$ cat src/tpu_cfg_pkg.sv
// Purpose: Constants for the three-channel timer configuration block
// Assumes: 8-bit registers on a plain strobe port
// Notes: Offsets are register indices on the local port
package tpu_cfg_pkg;
    localparam logic [3:0] ch0_mode_off = 4'h0;
    localparam logic [3:0] ch1_mode_off = 4'h1;
    localparam logic [3:0] ch2_mode_off = 4'h2;
    localparam logic [3:0] ch0_func_ab_off = 4'h3;
    localparam logic [3:0] ch0_func_cd_off = 4'h4;
    localparam logic [3:0] ch1_func_off = 4'h5;
    localparam logic [3:0] ch2_func_off = 4'h6;
    localparam logic [3:0] start_off = 4'h7;
    localparam logic [3:0] sel0_off = 4'h8;
    localparam logic [3:0] sel1_off = 4'h9;
    localparam logic [3:0] sel2_off = 4'ha;
    localparam logic [7:0] mode_reset = 8'hc0;
    localparam logic [7:0] func_reset = 8'h00;
    localparam logic [7:0] mode_fixed_ones = 8'hc0;
    localparam logic [7:0] mode_mask_ch0 = 8'h3f;
    localparam logic [7:0] mode_mask_ch12 = 8'h0f;
    localparam int bfb_pos = 5;
    localparam int bfa_pos = 4;
    localparam int mode_msb = 3;
    localparam logic [3:0] mode_normal = 4'h0;
    localparam logic [3:0] mode_pwm1 = 4'h2;
    localparam logic [3:0] mode_pwm2 = 4'h3;
    // Clock source selections, in the order of the source mux
    typedef enum logic [3:0] {
        src_div1, src_div4, src_div16, src_div64, src_div256, src_div1024,
        src_pin_a, src_pin_b, src_pin_c, src_pin_d, src_phase, src_none
    } clk_src_type;
    localparam logic [9:0] prescale_width_max = 10'h3ff;
endpackage

$ cat src/tpu_cfg.sv
// Operation
// - Channel 0 codes: phi/1,4,16,64, pins A-D
// - Channel 1: phi/1-64, pins A,B, phi/256
// - Channel 2: phi/1-64, pins A-C, phi/1024
// - Phase counting ignores channel 1/2 clock select
// - Mode registers reset and standby to C0
// - Mode bits 7 and 6 read one
// - Buffer pairing B makes D buffer only
// - Buffer pairing A makes C buffer only
// - Channels 1,2 bits 5,4 read zero
// - Mode field decode normal, PWM, phase
// - Function registers hold two 4-bit nibbles
// - Function registers reset and standby to 00
// - Buffer-assigned C/D function field ignored
// - Initial output level drives while stopped
// - PWM mode 2 level applies at clear
//
// Purpose: Mode, clock source and pin function configuration of a 3-channel timer
// Assumes: Inputs synchronous to clk except external clock pins
// Notes: Clock select bits live in low 3 bits of a per-channel select register
//
// The register offsets and the strobed register port were chosen for this implementation.
`timescale 1ns/1ps
module tpu_cfg
    import tpu_cfg_pkg::*;
(
    // Clock and reset
    input wire logic clk,
    input wire logic sys_rst,
    input wire logic hw_standby,
    // Register port
    input wire logic [3:0] addr,
    input wire logic [7:0] wdata,
    input wire logic wr_stb,
    input wire logic rd_stb,
    output logic [7:0] rdata,
    // External clock pins
    input wire logic ext_clk_pin_a,
    input wire logic ext_clk_pin_b,
    input wire logic ext_clk_pin_c,
    input wire logic ext_clk_pin_d,
    // Counter clock enables, one per channel
    output logic [2:0] count_tick,
    // Phase counting active per channel
    output logic [2:0] phase_mode,
    // PWM mode flags per channel
    output logic [2:0] pwm1_mode,
    output logic [2:0] pwm2_mode,
    // Compare/capture enables per general register: ch0 a,b,c,d, ch1 a,b, ch2 a,b
    output logic [7:0] greg_active,
    // Buffer pairing on channel 0
    output logic buf_a_en,
    output logic buf_b_en,
    // Initial pin level per general register, valid while stopped or at PWM2 clear
    output logic [7:0] init_level,
    output logic [7:0] init_level_valid
);

    ////////////////////////////////////////////////////////////////////////////
    typedef struct packed {
        logic [7:0] mode0;
        logic [7:0] mode1;
        logic [7:0] mode2;
        logic [7:0] func0ab;
        logic [7:0] func0cd;
        logic [7:0] func1;
        logic [7:0] func2;
        logic [2:0] start;
        logic [2:0] sel0;
        logic [2:0] sel1;
        logic [2:0] sel2;
        logic [9:0] prescale;
        logic [3:0] pin_s1;
        logic [3:0] pin_s2;
        logic [3:0] pin_s3;
        logic [7:0] rdata;
        logic [2:0] tick;
        logic [2:0] phase;
        logic [2:0] pwm1;
        logic [2:0] pwm2;
        logic [7:0] active;
        logic buf_a;
        logic buf_b;
        logic [7:0] lvl;
        logic [7:0] lvl_valid;
    } state_type;

    state_type state_reg;
    state_type state_next;

    ////////////////////////////////////////////////////////////////////////////
    // Source decode per channel
    function automatic clk_src_type decode_src(input logic [1:0] ch, input logic [2:0] sel,
                                               input logic [3:0] mode);
        clk_src_type s;
        s = src_none;
        if (ch != 2'h0 && mode[mode_msb-1] && !mode[mode_msb]) begin
            s = src_phase;
        end else begin
            unique case (sel)
                3'h0: s = src_div1;
                3'h1: s = src_div4;
                3'h2: s = src_div16;
                3'h3: s = src_div64;
                3'h4: s = src_pin_a;
                3'h5: s = src_pin_b;
                3'h6: s = (ch == 2'h1) ? src_div256 : src_pin_c;
                3'h7: s = (ch == 2'h0) ? src_pin_d : ((ch == 2'h2) ? src_div1024 : src_none);
            endcase
        end
        return s;
    endfunction

    // Initial level: field codes 0001-0011 give 0, 0101-0111 give 1
    function automatic logic [1:0] field_level(input logic [3:0] f);
        logic out_en;
        out_en = !f[3] && (f[1:0] != 2'h0);
        return {out_en, f[2]};
    endfunction

    // Fixed ones forced on every write; the mask drops bits a channel lacks
    function automatic logic [7:0] mode_write(input logic [7:0] d, input logic [7:0] mask);
        return mode_fixed_ones | (d & mask);
    endfunction

    ////////////////////////////////////////////////////////////////////////////
    logic [3:0] pin_rise;
    clk_src_type src [3];
    logic [3:0] md [3];
    logic [7:0] fields;
    logic [1:0] lv;

    always_comb begin
        state_next = state_reg;
        // Two-stage sync, then edge detect on the second stage only
        state_next.pin_s1 = {ext_clk_pin_d, ext_clk_pin_c, ext_clk_pin_b, ext_clk_pin_a};
        state_next.pin_s2 = state_reg.pin_s1;
        state_next.pin_s3 = state_reg.pin_s2;
        pin_rise = state_reg.pin_s2 & ~state_reg.pin_s3;
        // One free-running prescaler for all channels, so divided ticks line up
        state_next.prescale = state_reg.prescale + 10'h001;

        if (wr_stb) begin
            unique case (addr)
                ch0_mode_off: state_next.mode0 = mode_write(wdata, mode_mask_ch0);
                ch1_mode_off: state_next.mode1 = mode_write(wdata, mode_mask_ch12);
                ch2_mode_off: state_next.mode2 = mode_write(wdata, mode_mask_ch12);
                ch0_func_ab_off: state_next.func0ab = wdata;
                ch0_func_cd_off: state_next.func0cd = wdata;
                ch1_func_off: state_next.func1 = wdata;
                ch2_func_off: state_next.func2 = wdata;
                start_off: state_next.start = wdata[2:0];
                sel0_off: state_next.sel0 = wdata[2:0];
                sel1_off: state_next.sel1 = wdata[2:0];
                sel2_off: state_next.sel2 = wdata[2:0];
                default: ;
            endcase
        end

        state_next.rdata = 8'h00;
        if (rd_stb) begin
            unique case (addr)
                ch0_mode_off: state_next.rdata = state_reg.mode0;
                ch1_mode_off: state_next.rdata = state_reg.mode1;
                ch2_mode_off: state_next.rdata = state_reg.mode2;
                ch0_func_ab_off: state_next.rdata = state_reg.func0ab;
                ch0_func_cd_off: state_next.rdata = state_reg.func0cd;
                ch1_func_off: state_next.rdata = state_reg.func1;
                ch2_func_off: state_next.rdata = state_reg.func2;
                start_off: state_next.rdata = {5'h00, state_reg.start};
                sel0_off: state_next.rdata = {5'h00, state_reg.sel0};
                sel1_off: state_next.rdata = {5'h00, state_reg.sel1};
                sel2_off: state_next.rdata = {5'h00, state_reg.sel2};
                default: state_next.rdata = 8'h00;
            endcase
        end

        md[0] = state_reg.mode0[3:0];
        md[1] = state_reg.mode1[3:0];
        md[2] = state_reg.mode2[3:0];
        src[0] = decode_src(2'h0, state_reg.sel0, md[0]);
        src[1] = decode_src(2'h1, state_reg.sel1, md[1]);
        src[2] = decode_src(2'h2, state_reg.sel2, md[2]);

        for (int c = 0; c < 3; c++) begin
            logic t;
            t = 1'b0;
            unique case (src[c])
                src_div1: t = 1'b1;
                src_div4: t = state_reg.prescale[1:0] == 2'h3;
                src_div16: t = state_reg.prescale[3:0] == 4'hf;
                src_div64: t = state_reg.prescale[5:0] == 6'h3f;
                src_div256: t = state_reg.prescale[7:0] == 8'hff;
                src_div1024: t = state_reg.prescale == prescale_width_max;
                src_pin_a: t = pin_rise[0];
                src_pin_b: t = pin_rise[1];
                src_pin_c: t = pin_rise[2];
                src_pin_d: t = pin_rise[3];
                src_phase: t = 1'b0; // Phase decoder lives in the counter datapath
                src_none: t = 1'b0;
            endcase
            state_next.tick[c] = t & state_reg.start[c];
            // Mode decode; reserved codes and top bit set act as normal
            state_next.phase[c] = (c != 0) && !md[c][3] && md[c][2];
            state_next.pwm1[c] = md[c] == mode_pwm1;
            state_next.pwm2[c] = md[c] == mode_pwm2;
        end

        state_next.buf_a = state_reg.mode0[bfa_pos];
        state_next.buf_b = state_reg.mode0[bfb_pos];
        // C and D drop out of compare/capture while buffering
        state_next.active = 8'hff;
        state_next.active[2] = !state_reg.mode0[bfa_pos];
        state_next.active[3] = !state_reg.mode0[bfb_pos];

        // Order: ch0 a,b,c,d, ch1 a,b, ch2 a,b
        for (int g = 0; g < 8; g++) begin
            int ch;
            fields = 8'h00;
            ch = (g < 4) ? 0 : ((g < 6) ? 1 : 2);
            unique case (g)
                0: fields = {4'h0, state_reg.func0ab[3:0]};
                1: fields = {4'h0, state_reg.func0ab[7:4]};
                2: fields = {4'h0, state_reg.func0cd[3:0]};
                3: fields = {4'h0, state_reg.func0cd[7:4]};
                4: fields = {4'h0, state_reg.func1[3:0]};
                5: fields = {4'h0, state_reg.func1[7:4]};
                6: fields = {4'h0, state_reg.func2[3:0]};
                default: fields = {4'h0, state_reg.func2[7:4]};
            endcase
            lv = field_level(fields[3:0]);
            state_next.lvl[g] = lv[0];
            // Valid when stopped, or in PWM mode 2 as clear level
            state_next.lvl_valid[g] = lv[1] && state_next.active[g]
                && (!state_reg.start[ch] || (md[ch] == mode_pwm2));
        end

        if (hw_standby) begin
            state_next.mode0 = mode_reset;
            state_next.mode1 = mode_reset;
            state_next.mode2 = mode_reset;
            state_next.func0ab = func_reset;
            state_next.func0cd = func_reset;
            state_next.func1 = func_reset;
            state_next.func2 = func_reset;
        end
    end

    always_ff @(posedge clk or posedge sys_rst) begin
        if (sys_rst) begin
            state_reg <= '0;
            state_reg.mode0 <= mode_reset;
            state_reg.mode1 <= mode_reset;
            state_reg.mode2 <= mode_reset;
            state_reg.func0ab <= func_reset;
            state_reg.func0cd <= func_reset;
            state_reg.func1 <= func_reset;
            state_reg.func2 <= func_reset;
        end else begin
            state_reg <= state_next;
        end
    end

    assign rdata = state_reg.rdata;
    assign count_tick = state_reg.tick;
    assign phase_mode = state_reg.phase;
    assign pwm1_mode = state_reg.pwm1;
    assign pwm2_mode = state_reg.pwm2;
    assign greg_active = state_reg.active;
    assign buf_a_en = state_reg.buf_a;
    assign buf_b_en = state_reg.buf_b;
    assign init_level = state_reg.lvl;
    assign init_level_valid = state_reg.lvl_valid;

    ////////////////////////////////////////////////////////////////////////////
    a_mode_top_ones: assert property (@(posedge clk) disable iff (sys_rst)
        state_reg.mode0[7:6] == 2'h3 && state_reg.mode1[7:6] == 2'h3 && state_reg.mode2[7:6] == 2'h3)
        else $error("mode top bits not one");
    a_reserved_zero: assert property (@(posedge clk) disable iff (sys_rst)
        wr_stb && addr == ch1_mode_off |=> state_reg.mode1[5:4] == 2'h0)
        else $error("ch1 reserved bits written");
    a_standby_mode: assert property (@(posedge clk) disable iff (sys_rst)
        hw_standby |=> state_reg.mode0 == mode_reset && state_reg.mode1 == mode_reset
        && state_reg.mode2 == mode_reset)
        else $error("standby mode value wrong");
    a_standby_func: assert property (@(posedge clk) disable iff (sys_rst)
        hw_standby |=> state_reg.func0cd == func_reset && state_reg.func1 == func_reset
        && state_reg.func0ab == func_reset && state_reg.func2 == func_reset)
        else $error("standby function value wrong");
    a_buf_d_off: assert property (@(posedge clk) disable iff (sys_rst)
        state_reg.mode0[bfb_pos] |=> !greg_active[3] && !init_level_valid[3])
        else $error("buffer D still active");
    a_buf_c_off: assert property (@(posedge clk) disable iff (sys_rst)
        state_reg.mode0[bfa_pos] |=> !greg_active[2])
        else $error("buffer C still active");
    a_phase_no_tick: assert property (@(posedge clk) disable iff (sys_rst)
        phase_mode[1] |-> !count_tick[1])
        else $error("tick in phase mode");
    a_div1_tick: assert property (@(posedge clk) disable iff (sys_rst)
        state_reg.sel0 == 3'h0 && state_reg.start[0] && !wr_stb ##1 !wr_stb |=> count_tick[0])
        else $error("div1 tick missing");
    a_pin_sync: assert property (@(posedge clk) disable iff (sys_rst)
        state_reg.sel2 == 3'h4 && md[2] == 4'h0 && state_reg.start[2] && !wr_stb && !ext_clk_pin_a
        ##1 ext_clk_pin_a && !wr_stb ##1 !wr_stb |-> ##2 count_tick[2])
        else $error("pin edge timing");

    ////////////////////////////////////////////////////////////////////////////
    // Clock sources: one tick per divider period, none for ch1 code 7 or ch2 phase mode
    a_div4_hit: assert property (@(posedge clk) disable iff (sys_rst)
        state_reg.sel0 == 3'h1 && state_reg.start[0] && state_reg.prescale[1:0] == 2'h3 |=> count_tick[0])
        else $error("div4 tick missing");
    a_div4_miss: assert property (@(posedge clk) disable iff (sys_rst)
        state_reg.sel0 == 3'h1 && state_reg.start[0] && state_reg.prescale[1:0] != 2'h3 |=> !count_tick[0])
        else $error("div4 tick out of step");
    a_div256_hit: assert property (@(posedge clk) disable iff (sys_rst)
        state_reg.sel1 == 3'h6 && md[1][3:2] != 2'h1 && state_reg.start[1]
        && state_reg.prescale[7:0] == 8'hff |=> count_tick[1])
        else $error("div256 tick missing");
    a_div256_miss: assert property (@(posedge clk) disable iff (sys_rst)
        state_reg.sel1 == 3'h6 && md[1][3:2] != 2'h1 && state_reg.start[1]
        && state_reg.prescale[7:0] != 8'hff |=> !count_tick[1])
        else $error("div256 tick out of step");
    a_ch1_no_source: assert property (@(posedge clk) disable iff (sys_rst)
        state_reg.sel1 == 3'h7 |=> !count_tick[1])
        else $error("prohibited code ticks");
    a_div64_ch2: assert property (@(posedge clk) disable iff (sys_rst)
        state_reg.sel2 == 3'h3 && md[2][3:2] != 2'h1 && state_reg.start[2]
        && state_reg.prescale[5:0] == 6'h3f |=> count_tick[2])
        else $error("div64 tick missing");
    a_div1024_hit: assert property (@(posedge clk) disable iff (sys_rst)
        state_reg.sel2 == 3'h7 && md[2][3:2] != 2'h1 && state_reg.start[2]
        && state_reg.prescale == prescale_width_max |=> count_tick[2])
        else $error("div1024 tick missing");
    a_div1024_miss: assert property (@(posedge clk) disable iff (sys_rst)
        state_reg.sel2 == 3'h7 && md[2][3:2] != 2'h1 && state_reg.start[2]
        && state_reg.prescale != prescale_width_max |=> !count_tick[2])
        else $error("div1024 tick out of step");
    a_phase2_no_tick: assert property (@(posedge clk) disable iff (sys_rst)
        phase_mode[2] |-> !count_tick[2])
        else $error("tick in ch2 phase mode");

    ////////////////////////////////////////////////////////////////////////////
    // Mode flags follow the stored mode field one cycle later
    a_pwm1_flag: assert property (@(posedge clk) disable iff (sys_rst)
        state_reg.mode1[3:0] == mode_pwm1 |=> pwm1_mode[1] && !pwm2_mode[1] && !phase_mode[1])
        else $error("pwm1 flag wrong");
    a_pwm2_flag: assert property (@(posedge clk) disable iff (sys_rst)
        state_reg.mode0[3:0] == mode_pwm2 |=> pwm2_mode[0] && !pwm1_mode[0] && !phase_mode[0])
        else $error("pwm2 flag wrong");
    a_phase_flag: assert property (@(posedge clk) disable iff (sys_rst)
        state_reg.mode2[3:2] == 2'h1 |=> phase_mode[2] && !pwm1_mode[2] && !pwm2_mode[2])
        else $error("phase flag wrong");

    ////////////////////////////////////////////////////////////////////////////
    // Read path
    a_read_func: assert property (@(posedge clk) disable iff (sys_rst)
        rd_stb && addr == ch0_func_ab_off |=> rdata == $past(state_reg.func0ab))
        else $error("function read wrong");
    a_read_mode: assert property (@(posedge clk) disable iff (sys_rst)
        rd_stb && addr == ch2_mode_off |=> rdata[7:4] == 4'hc)
        else $error("mode read fixed bits wrong");

    ////////////////////////////////////////////////////////////////////////////
    // Initial pin levels
    a_lvl_stopped: assert property (@(posedge clk) disable iff (sys_rst)
        !state_reg.start[0] && !state_reg.func0ab[3] && state_reg.func0ab[1:0] != 2'h0 |=> init_level_valid[0])
        else $error("level not valid while stopped");
    a_lvl_running: assert property (@(posedge clk) disable iff (sys_rst)
        state_reg.start[0] && state_reg.mode0[3:0] != mode_pwm2 |=> init_level_valid[1:0] == 2'h0)
        else $error("level valid while running");
    a_pwm2_level: assert property (@(posedge clk) disable iff (sys_rst)
        state_reg.start[0] && state_reg.mode0[3:0] == mode_pwm2
        && !state_reg.func0ab[3] && state_reg.func0ab[1:0] != 2'h0 |=> init_level_valid[0])
        else $error("pwm2 clear level missing");
    a_buf_field_c: assert property (@(posedge clk) disable iff (sys_rst)
        state_reg.mode0[bfa_pos] |=> !init_level_valid[2])
        else $error("buffer C field still used");
endmodule

$ cat config.mk
export PLATFORM = sky130hd
export DESIGN_NAME = tpu_cfg
export DESIGN_NICKNAME = d
export VERILOG_FILES = /design/src/tpu_cfg_pkg.sv /design/src/tpu_cfg.sv
export SDC_FILE = /design/constraint.sdc
export NUM_CORES = 1
export LEC_CHECK = 0
export BUFFER_PORTS_ARGS = -buffer_cell sky130_fd_sc_hd__buf_4
export CAP_MARGIN = 20
export CORE_UTILIZATION = 35
export CTS_CLUSTER_DIAMETER = 100
export DETAILED_ROUTE_END_ITERATION = 10
export PLACE_DENSITY = 0.49
export RECOVER_POWER = 25
export SKIP_CTS_REPAIR_TIMING = 1
export SLEW_MARGIN = 20
export SYNTH_ARGS = -nofsm -noshare
export SYNTH_HDL_FRONTEND = slang
export SYNTH_SLANG_ARGS = --single-unit
$ cat constraint.sdc
create_clock -name clk -period 5.5 [get_ports clk]
set_input_delay 1.375 -clock clk [delete_from_list [all_inputs] [get_ports clk]]
set_output_delay 1.375 -clock clk [all_outputs]
set_load 0.005 [all_outputs]
* Yosys cells after proc, flatten, opt, wreduce, memory -nomap -nowiden *
Memories as Yosys holds them, arrays and structs flattened.
Index checks and enable logic that the tools add are counted.

storage, ports and cells
  flip-flop bits (word level) = 132
  bits in read-only memories = 96
  word-level logic and storage cells = 180
  memories kept = 3

memories
  name              words  bits a word  rd ports  clocked after Yosys merged registers in  write ports  line            text
  (name not given)  8      4            1         0                                        0            tpu_cfg.sv:100  unique case (sel)
  (name not given)  8      4            1         0                                        0            tpu_cfg.sv:100
  (name not given)  8      4            1         0                                        0            tpu_cfg.sv:100

cells by class
  add/sub/neg operators = 1
  equality and inequality tests = 54
  muxes and demuxes = 20
  bitwise gates (word level) = 5
  reductions and logical operators = 72

operators with widths
  kind                                                             number
  8-bit one-hot mux with 11 select lines                           1
  68-bit two-way mux                                               1
  4-bit by 3-bit == test with 1-bit output, second input constant  16
  4-bit == test, second input constant                             16
  8-bit two-way mux                                                8
  4-bit by 2-bit == test with 1-bit output, second input constant  14
  56-bit two-way mux                                               1
  1-bit one-hot mux with 11 select lines                           3
  2-bit nonzero test                                               16
  2-bit AND reduction                                              11
  1-bit logical AND                                                20
  4-bit by 1-bit == test with 1-bit output, second input constant  4
  4-bit zero test                                                  4
  1-bit zero test                                                  15
  3-bit two-way mux                                                4
  10-bit by 1-bit adder with 10-bit output, second input constant  1
  10-bit == test, second input constant                            1
  8-bit == test, second input constant                             1
  4-bit two-way mux                                                2
  6-bit == test, second input constant                             1
  2-bit OR reduction                                               3
  4-bit bitwise AND                                                1
  4-bit NOT                                                        1
  1-bit bitwise AND                                                3
  2 further kinds                                                  4

* Logic depth before layout (Yosys ltp) *
  depth in word-level cells = 7
  gate-level depth with buffers = 7
  depth with buffers taken out = 6

* Worst setup path after synthesis *
OpenSTA, ideal clock, no wires.

  path type = input -> register
  from = in addr[3]
  to = reg state_reg[78] (netlist bit)
  setup time = 0.125 ns
  data arrival time = 2.365 ns
  required time = 5.375 ns
  slack = 3.011 ns
  stages on the path = 4
  buffers on the path = 1
  cells stage by stage = buf_4 -> nand3b_2 -> nor2_1 -> mux2_2

on the way
  cells in the longest elaborated chain, start to end = 2

ends and longest elaborated chain
  element                                   line            text
  from (decl)                               tpu_cfg.sv:32   input wire logic [3:0] addr,
  4-bit by 3-bit == test with 1-bit output  tpu_cfg.sv:144  unique case (addr)
  2-bit AND reduction (no source line)      n/a
  to (signal assigned)                      tpu_cfg.sv:260  state_reg <= state_next;
  to (decl)                                 tpu_cfg.sv:88   state_type state_reg;

Every way passes these cells.
A chain may end at the register's enable or synchronous reset.

==> summary.txt <==
Floorplan
  • Die area: 17000 µm²
  • Core region area: 16000 µm²
  • IO Count: 67
  • DIE HEIGHT: approximately 130 µm
  • Starting Density: 0.360
  • Die W: about 130 µm
  • Row cnt: between 40 and 50

Final layout
  • Layout net count: between 500 and 600
  • Fillcell total: 1564
  • Commonest non-fill, non-tap cell in the layout: dfrtp_1
  • Sequential Area: slightly above 3000 µm²
  • Max reg flops: 50
  • Multi-input logic area: about 2100 µm²
  • Layout cells sized above 1: 0.219
  • Most frequent cells in the layout: 120 x dfrtp_1, 62 x buf_4, 51 x nor2_1
  • Area delta synth->final: 15.3%
  • N_diodes: 0

Critical path
  • Max incr delay on CP: 1.72 ns
  • Crit path max fanout: 70
  • CP Capture Type: async pin
  • Crit Path Category: primary input to async pin
  • Critical Path Sink: state_reg[81]$_DFFE_PP0P_
  • Worst r2r src: state_reg[58]$_DFF_PP0_
  • Req. time, crit path: roughly 6 ns
  • Crit path depth: 3
  • Reg2reg end: count_tick[2]$_DFF_PP0_
  • Slowest CP cell: clkinvlp_2
  • R2R setup slack: about 3.5 ns
  • R2r worst-path depth: 5
  • Critical path origin: sys_rst
  • Buf/Inv on CP: 3
  • Worst EP arrival: 3.86 ns
  • Critical path, cell by cell: clkbuf_4, clkinvlp_2, buf_4
  • Startpoint types: primary input
  • CP delay by family, top: buffers and inverters

Route
  • DR WL met2: 6250 µm
  • DRT antenna net count: 0
  • Final WL: around 14000 µm
  • Highest Signal Layer: met4
  • Initial DRT Pass Iterations: 5
  • WL met1: 7200 µm
  • Routed wl met3: 701 µm
  • Iter 0 DRT Violations: 297
  • Via count: 4007
  • DRC Markers: 0
  • Vias/cell: roughly 5.1
  • Drt wl/cell: 18.4 µm

STA
  • Relative slew slack: -1.05
  • Final min period: 3.30 ns
  • Setup Viol. Count Final: 0
  • Final hold violation count: 0
  • Hold slack: roughly 0.35 ns
  • RSZ-0062 raised after global routing: no
  • Setup TNS Final: 0 ns
  • Final period utilization: 0.600
  • Final worst-path setup slack: 2.20 ns
  • Clock skew: 0.00690 ns
  • FMAX: 303 MHz
  • Least-Margin Pin Slew: 3.06 ns
  • Slew Limit Fails: 71

Clocking
  • Max Root-Sink Buffers: 2
  • CTS tree: built
  • Num Clock Sinks: 123
  • Clk slew on worst S/H paths: 0.05 ns
  • Worst-Skew Late Latency: 0.42 ns
  • Num CTS Buffers: 17
  • Clock Tree Root: clkbuf_16
  • H-tree depth: 4

Power and ir drop
  • Power density over the cells: 354 nW/µm²
  • Leakage power: 3.09 nW
  • Peak VDD IR: 228 µV

Yosys
  • Synth Instances: 539
  • Synth cell types: between 60 and 70
  • Syn nets: 564
  • Seq/Total Area, Yosys: 0.535
  • Number of enable flip-flop cells after synthesis: 0
  • Area of the mapped netlist: 5770 µm²
  • Most used DFF post-synth: dfrtp_1
  • Yosys reg bits: 123
  • Yosys synthesis warning count: 0
  • Syn_area_per_cell: 10.7 µm²
  • Asr flop ratio synth: 1.00

Global route
  • Largest net degree at the start of global routing: 71
  • First-pass GRT wire length: 22700 µm
  • Vias in the first global route: 3813
  • Grt total ovfl: 0
  • Global Route Usage Sum: 0.184
  • Antenna violations before repair: 0

Min path
  • Worst hold path type: flip-flop to flip-flop

Placed design
  • PortBufs: 65
  • Gpl congestion: 0.838
  • DP HPWL: 9870 µm
  • Pre-CTS setup slack: 2.23 ns

Job
  • Max-cap violations: 1

Status
  • Status: complete, but fails checks
  • Violated checks: max-capacitance violations, max-slew violations
## stage by stage
step,utilization,instances,total power [W],instance area [µm²]
2_1_floorplan,-,539,0.00116,5770
3_3_place_gp,0.379,751,0.00123,6060
3_5_place_dp,0.379,751,0.00123,6060
4_1_cts,0.416,782,0.00238,6660
5_1_grt,0.415,782,0.00245,6650
6_report,0.415,782,0.00235,6650
## worst reg2reg max path, delay by kind of cell (launching register included)
kind / cells / cell delay [ns]
adder cells (fa/ha/maj): 1 / 0.30
AO/OA/AOI/OAI: 3 / 0.84
AND/OR/NAND/NOR: 1 / 0.36
flip-flops: 1 / 0.38
## synth_stat cells, types with 4 or more instances
library cell  count  share of area
a22oi_1           6         0.0078
dfrtp_1         120           0.52
a21oi_1          30          0.026
and3_1            5         0.0054
mux2i_1          29          0.050
nor3_1            9         0.0078
ha_1              4         0.0087
mux2_2           12          0.023
nand2_1          41          0.027
a22o_1            4         0.0061
nand3_1          22          0.019
nand2b_1          6         0.0065
inv_1            14         0.0091
clkbuf_1         12         0.0078
buf_2             6         0.0052
nor2_1           51          0.033
buf_4            50          0.065
nor2b_1          11          0.012
o21ai_0          23          0.020
xor2_1            5         0.0076
## layout make-up
type | count | area share
Clock buffer | 23 | 0.0734
Clock inverter | 8 | 0.0173
Inverter | 14 | 0.00809
Multi-Input combinational cell | 331 | 0.321
Sequential cell | 123 | 0.464
Tap cell | 216 | 0.0407
Timing Repair Buffer | 67 | 0.0757
## cells by family after synthesis
group / share of synthesized area
other: 0.00130
flip-flops: 0.535
multiplexers: 0.0777
buffers and inverters: 0.0931
AND/OR/NAND/NOR: 0.167
XOR/XNOR: 0.0122
AO/OA/AOI/OAI: 0.106
adder cells (fa/ha/maj): 0.00868
## power breakdown
part / leakage, nW / switching [W] / internal [W]
logic: 1.16 / 0.000128 / 0.0000938
registers: 1.62 / 0.0000472 / 0.000947
clock network: 0.303 / 0.000383 / 0.000753
total: 3.09 / 0.000558 / 0.00179
## routing by layer
metal,global-route usage,vias up
li1,-,1871
met2,0.256,127
met4,0.0744,0
met1,0.275,1987
met3,0.0394,22
met5,0,-
## worst min path at each step
| stage | startpoint | to | slack [ns] | depth (start not counted) |
|---|---|---|---|---|
| global placement | state_next[50]$_DFF_PP0_ | state_next[46]$_DFF_PP0_ | 0.33 | 0 |
| finish | state_next[50]$_DFF_PP0_ | state_next[46]$_DFF_PP0_ | 0.35 | 0 |
| floorplan | state_next[50]$_DFF_PP0_ | state_next[46]$_DFF_PP0_ | 0.33 | 0 |
| global route | state_next[53]$_DFF_PP0_ | state_next[49]$_DFF_PP0_ | 0.35 | 0 |
| CTS | state_next[50]$_DFF_PP0_ | state_next[46]$_DFF_PP0_ | 0.35 | 0 |
| detailed placement | state_next[50]$_DFF_PP0_ | state_next[46]$_DFF_PP0_ | 0.33 | 0 |
Note: power is estimated with default switching activity, not from simulation.
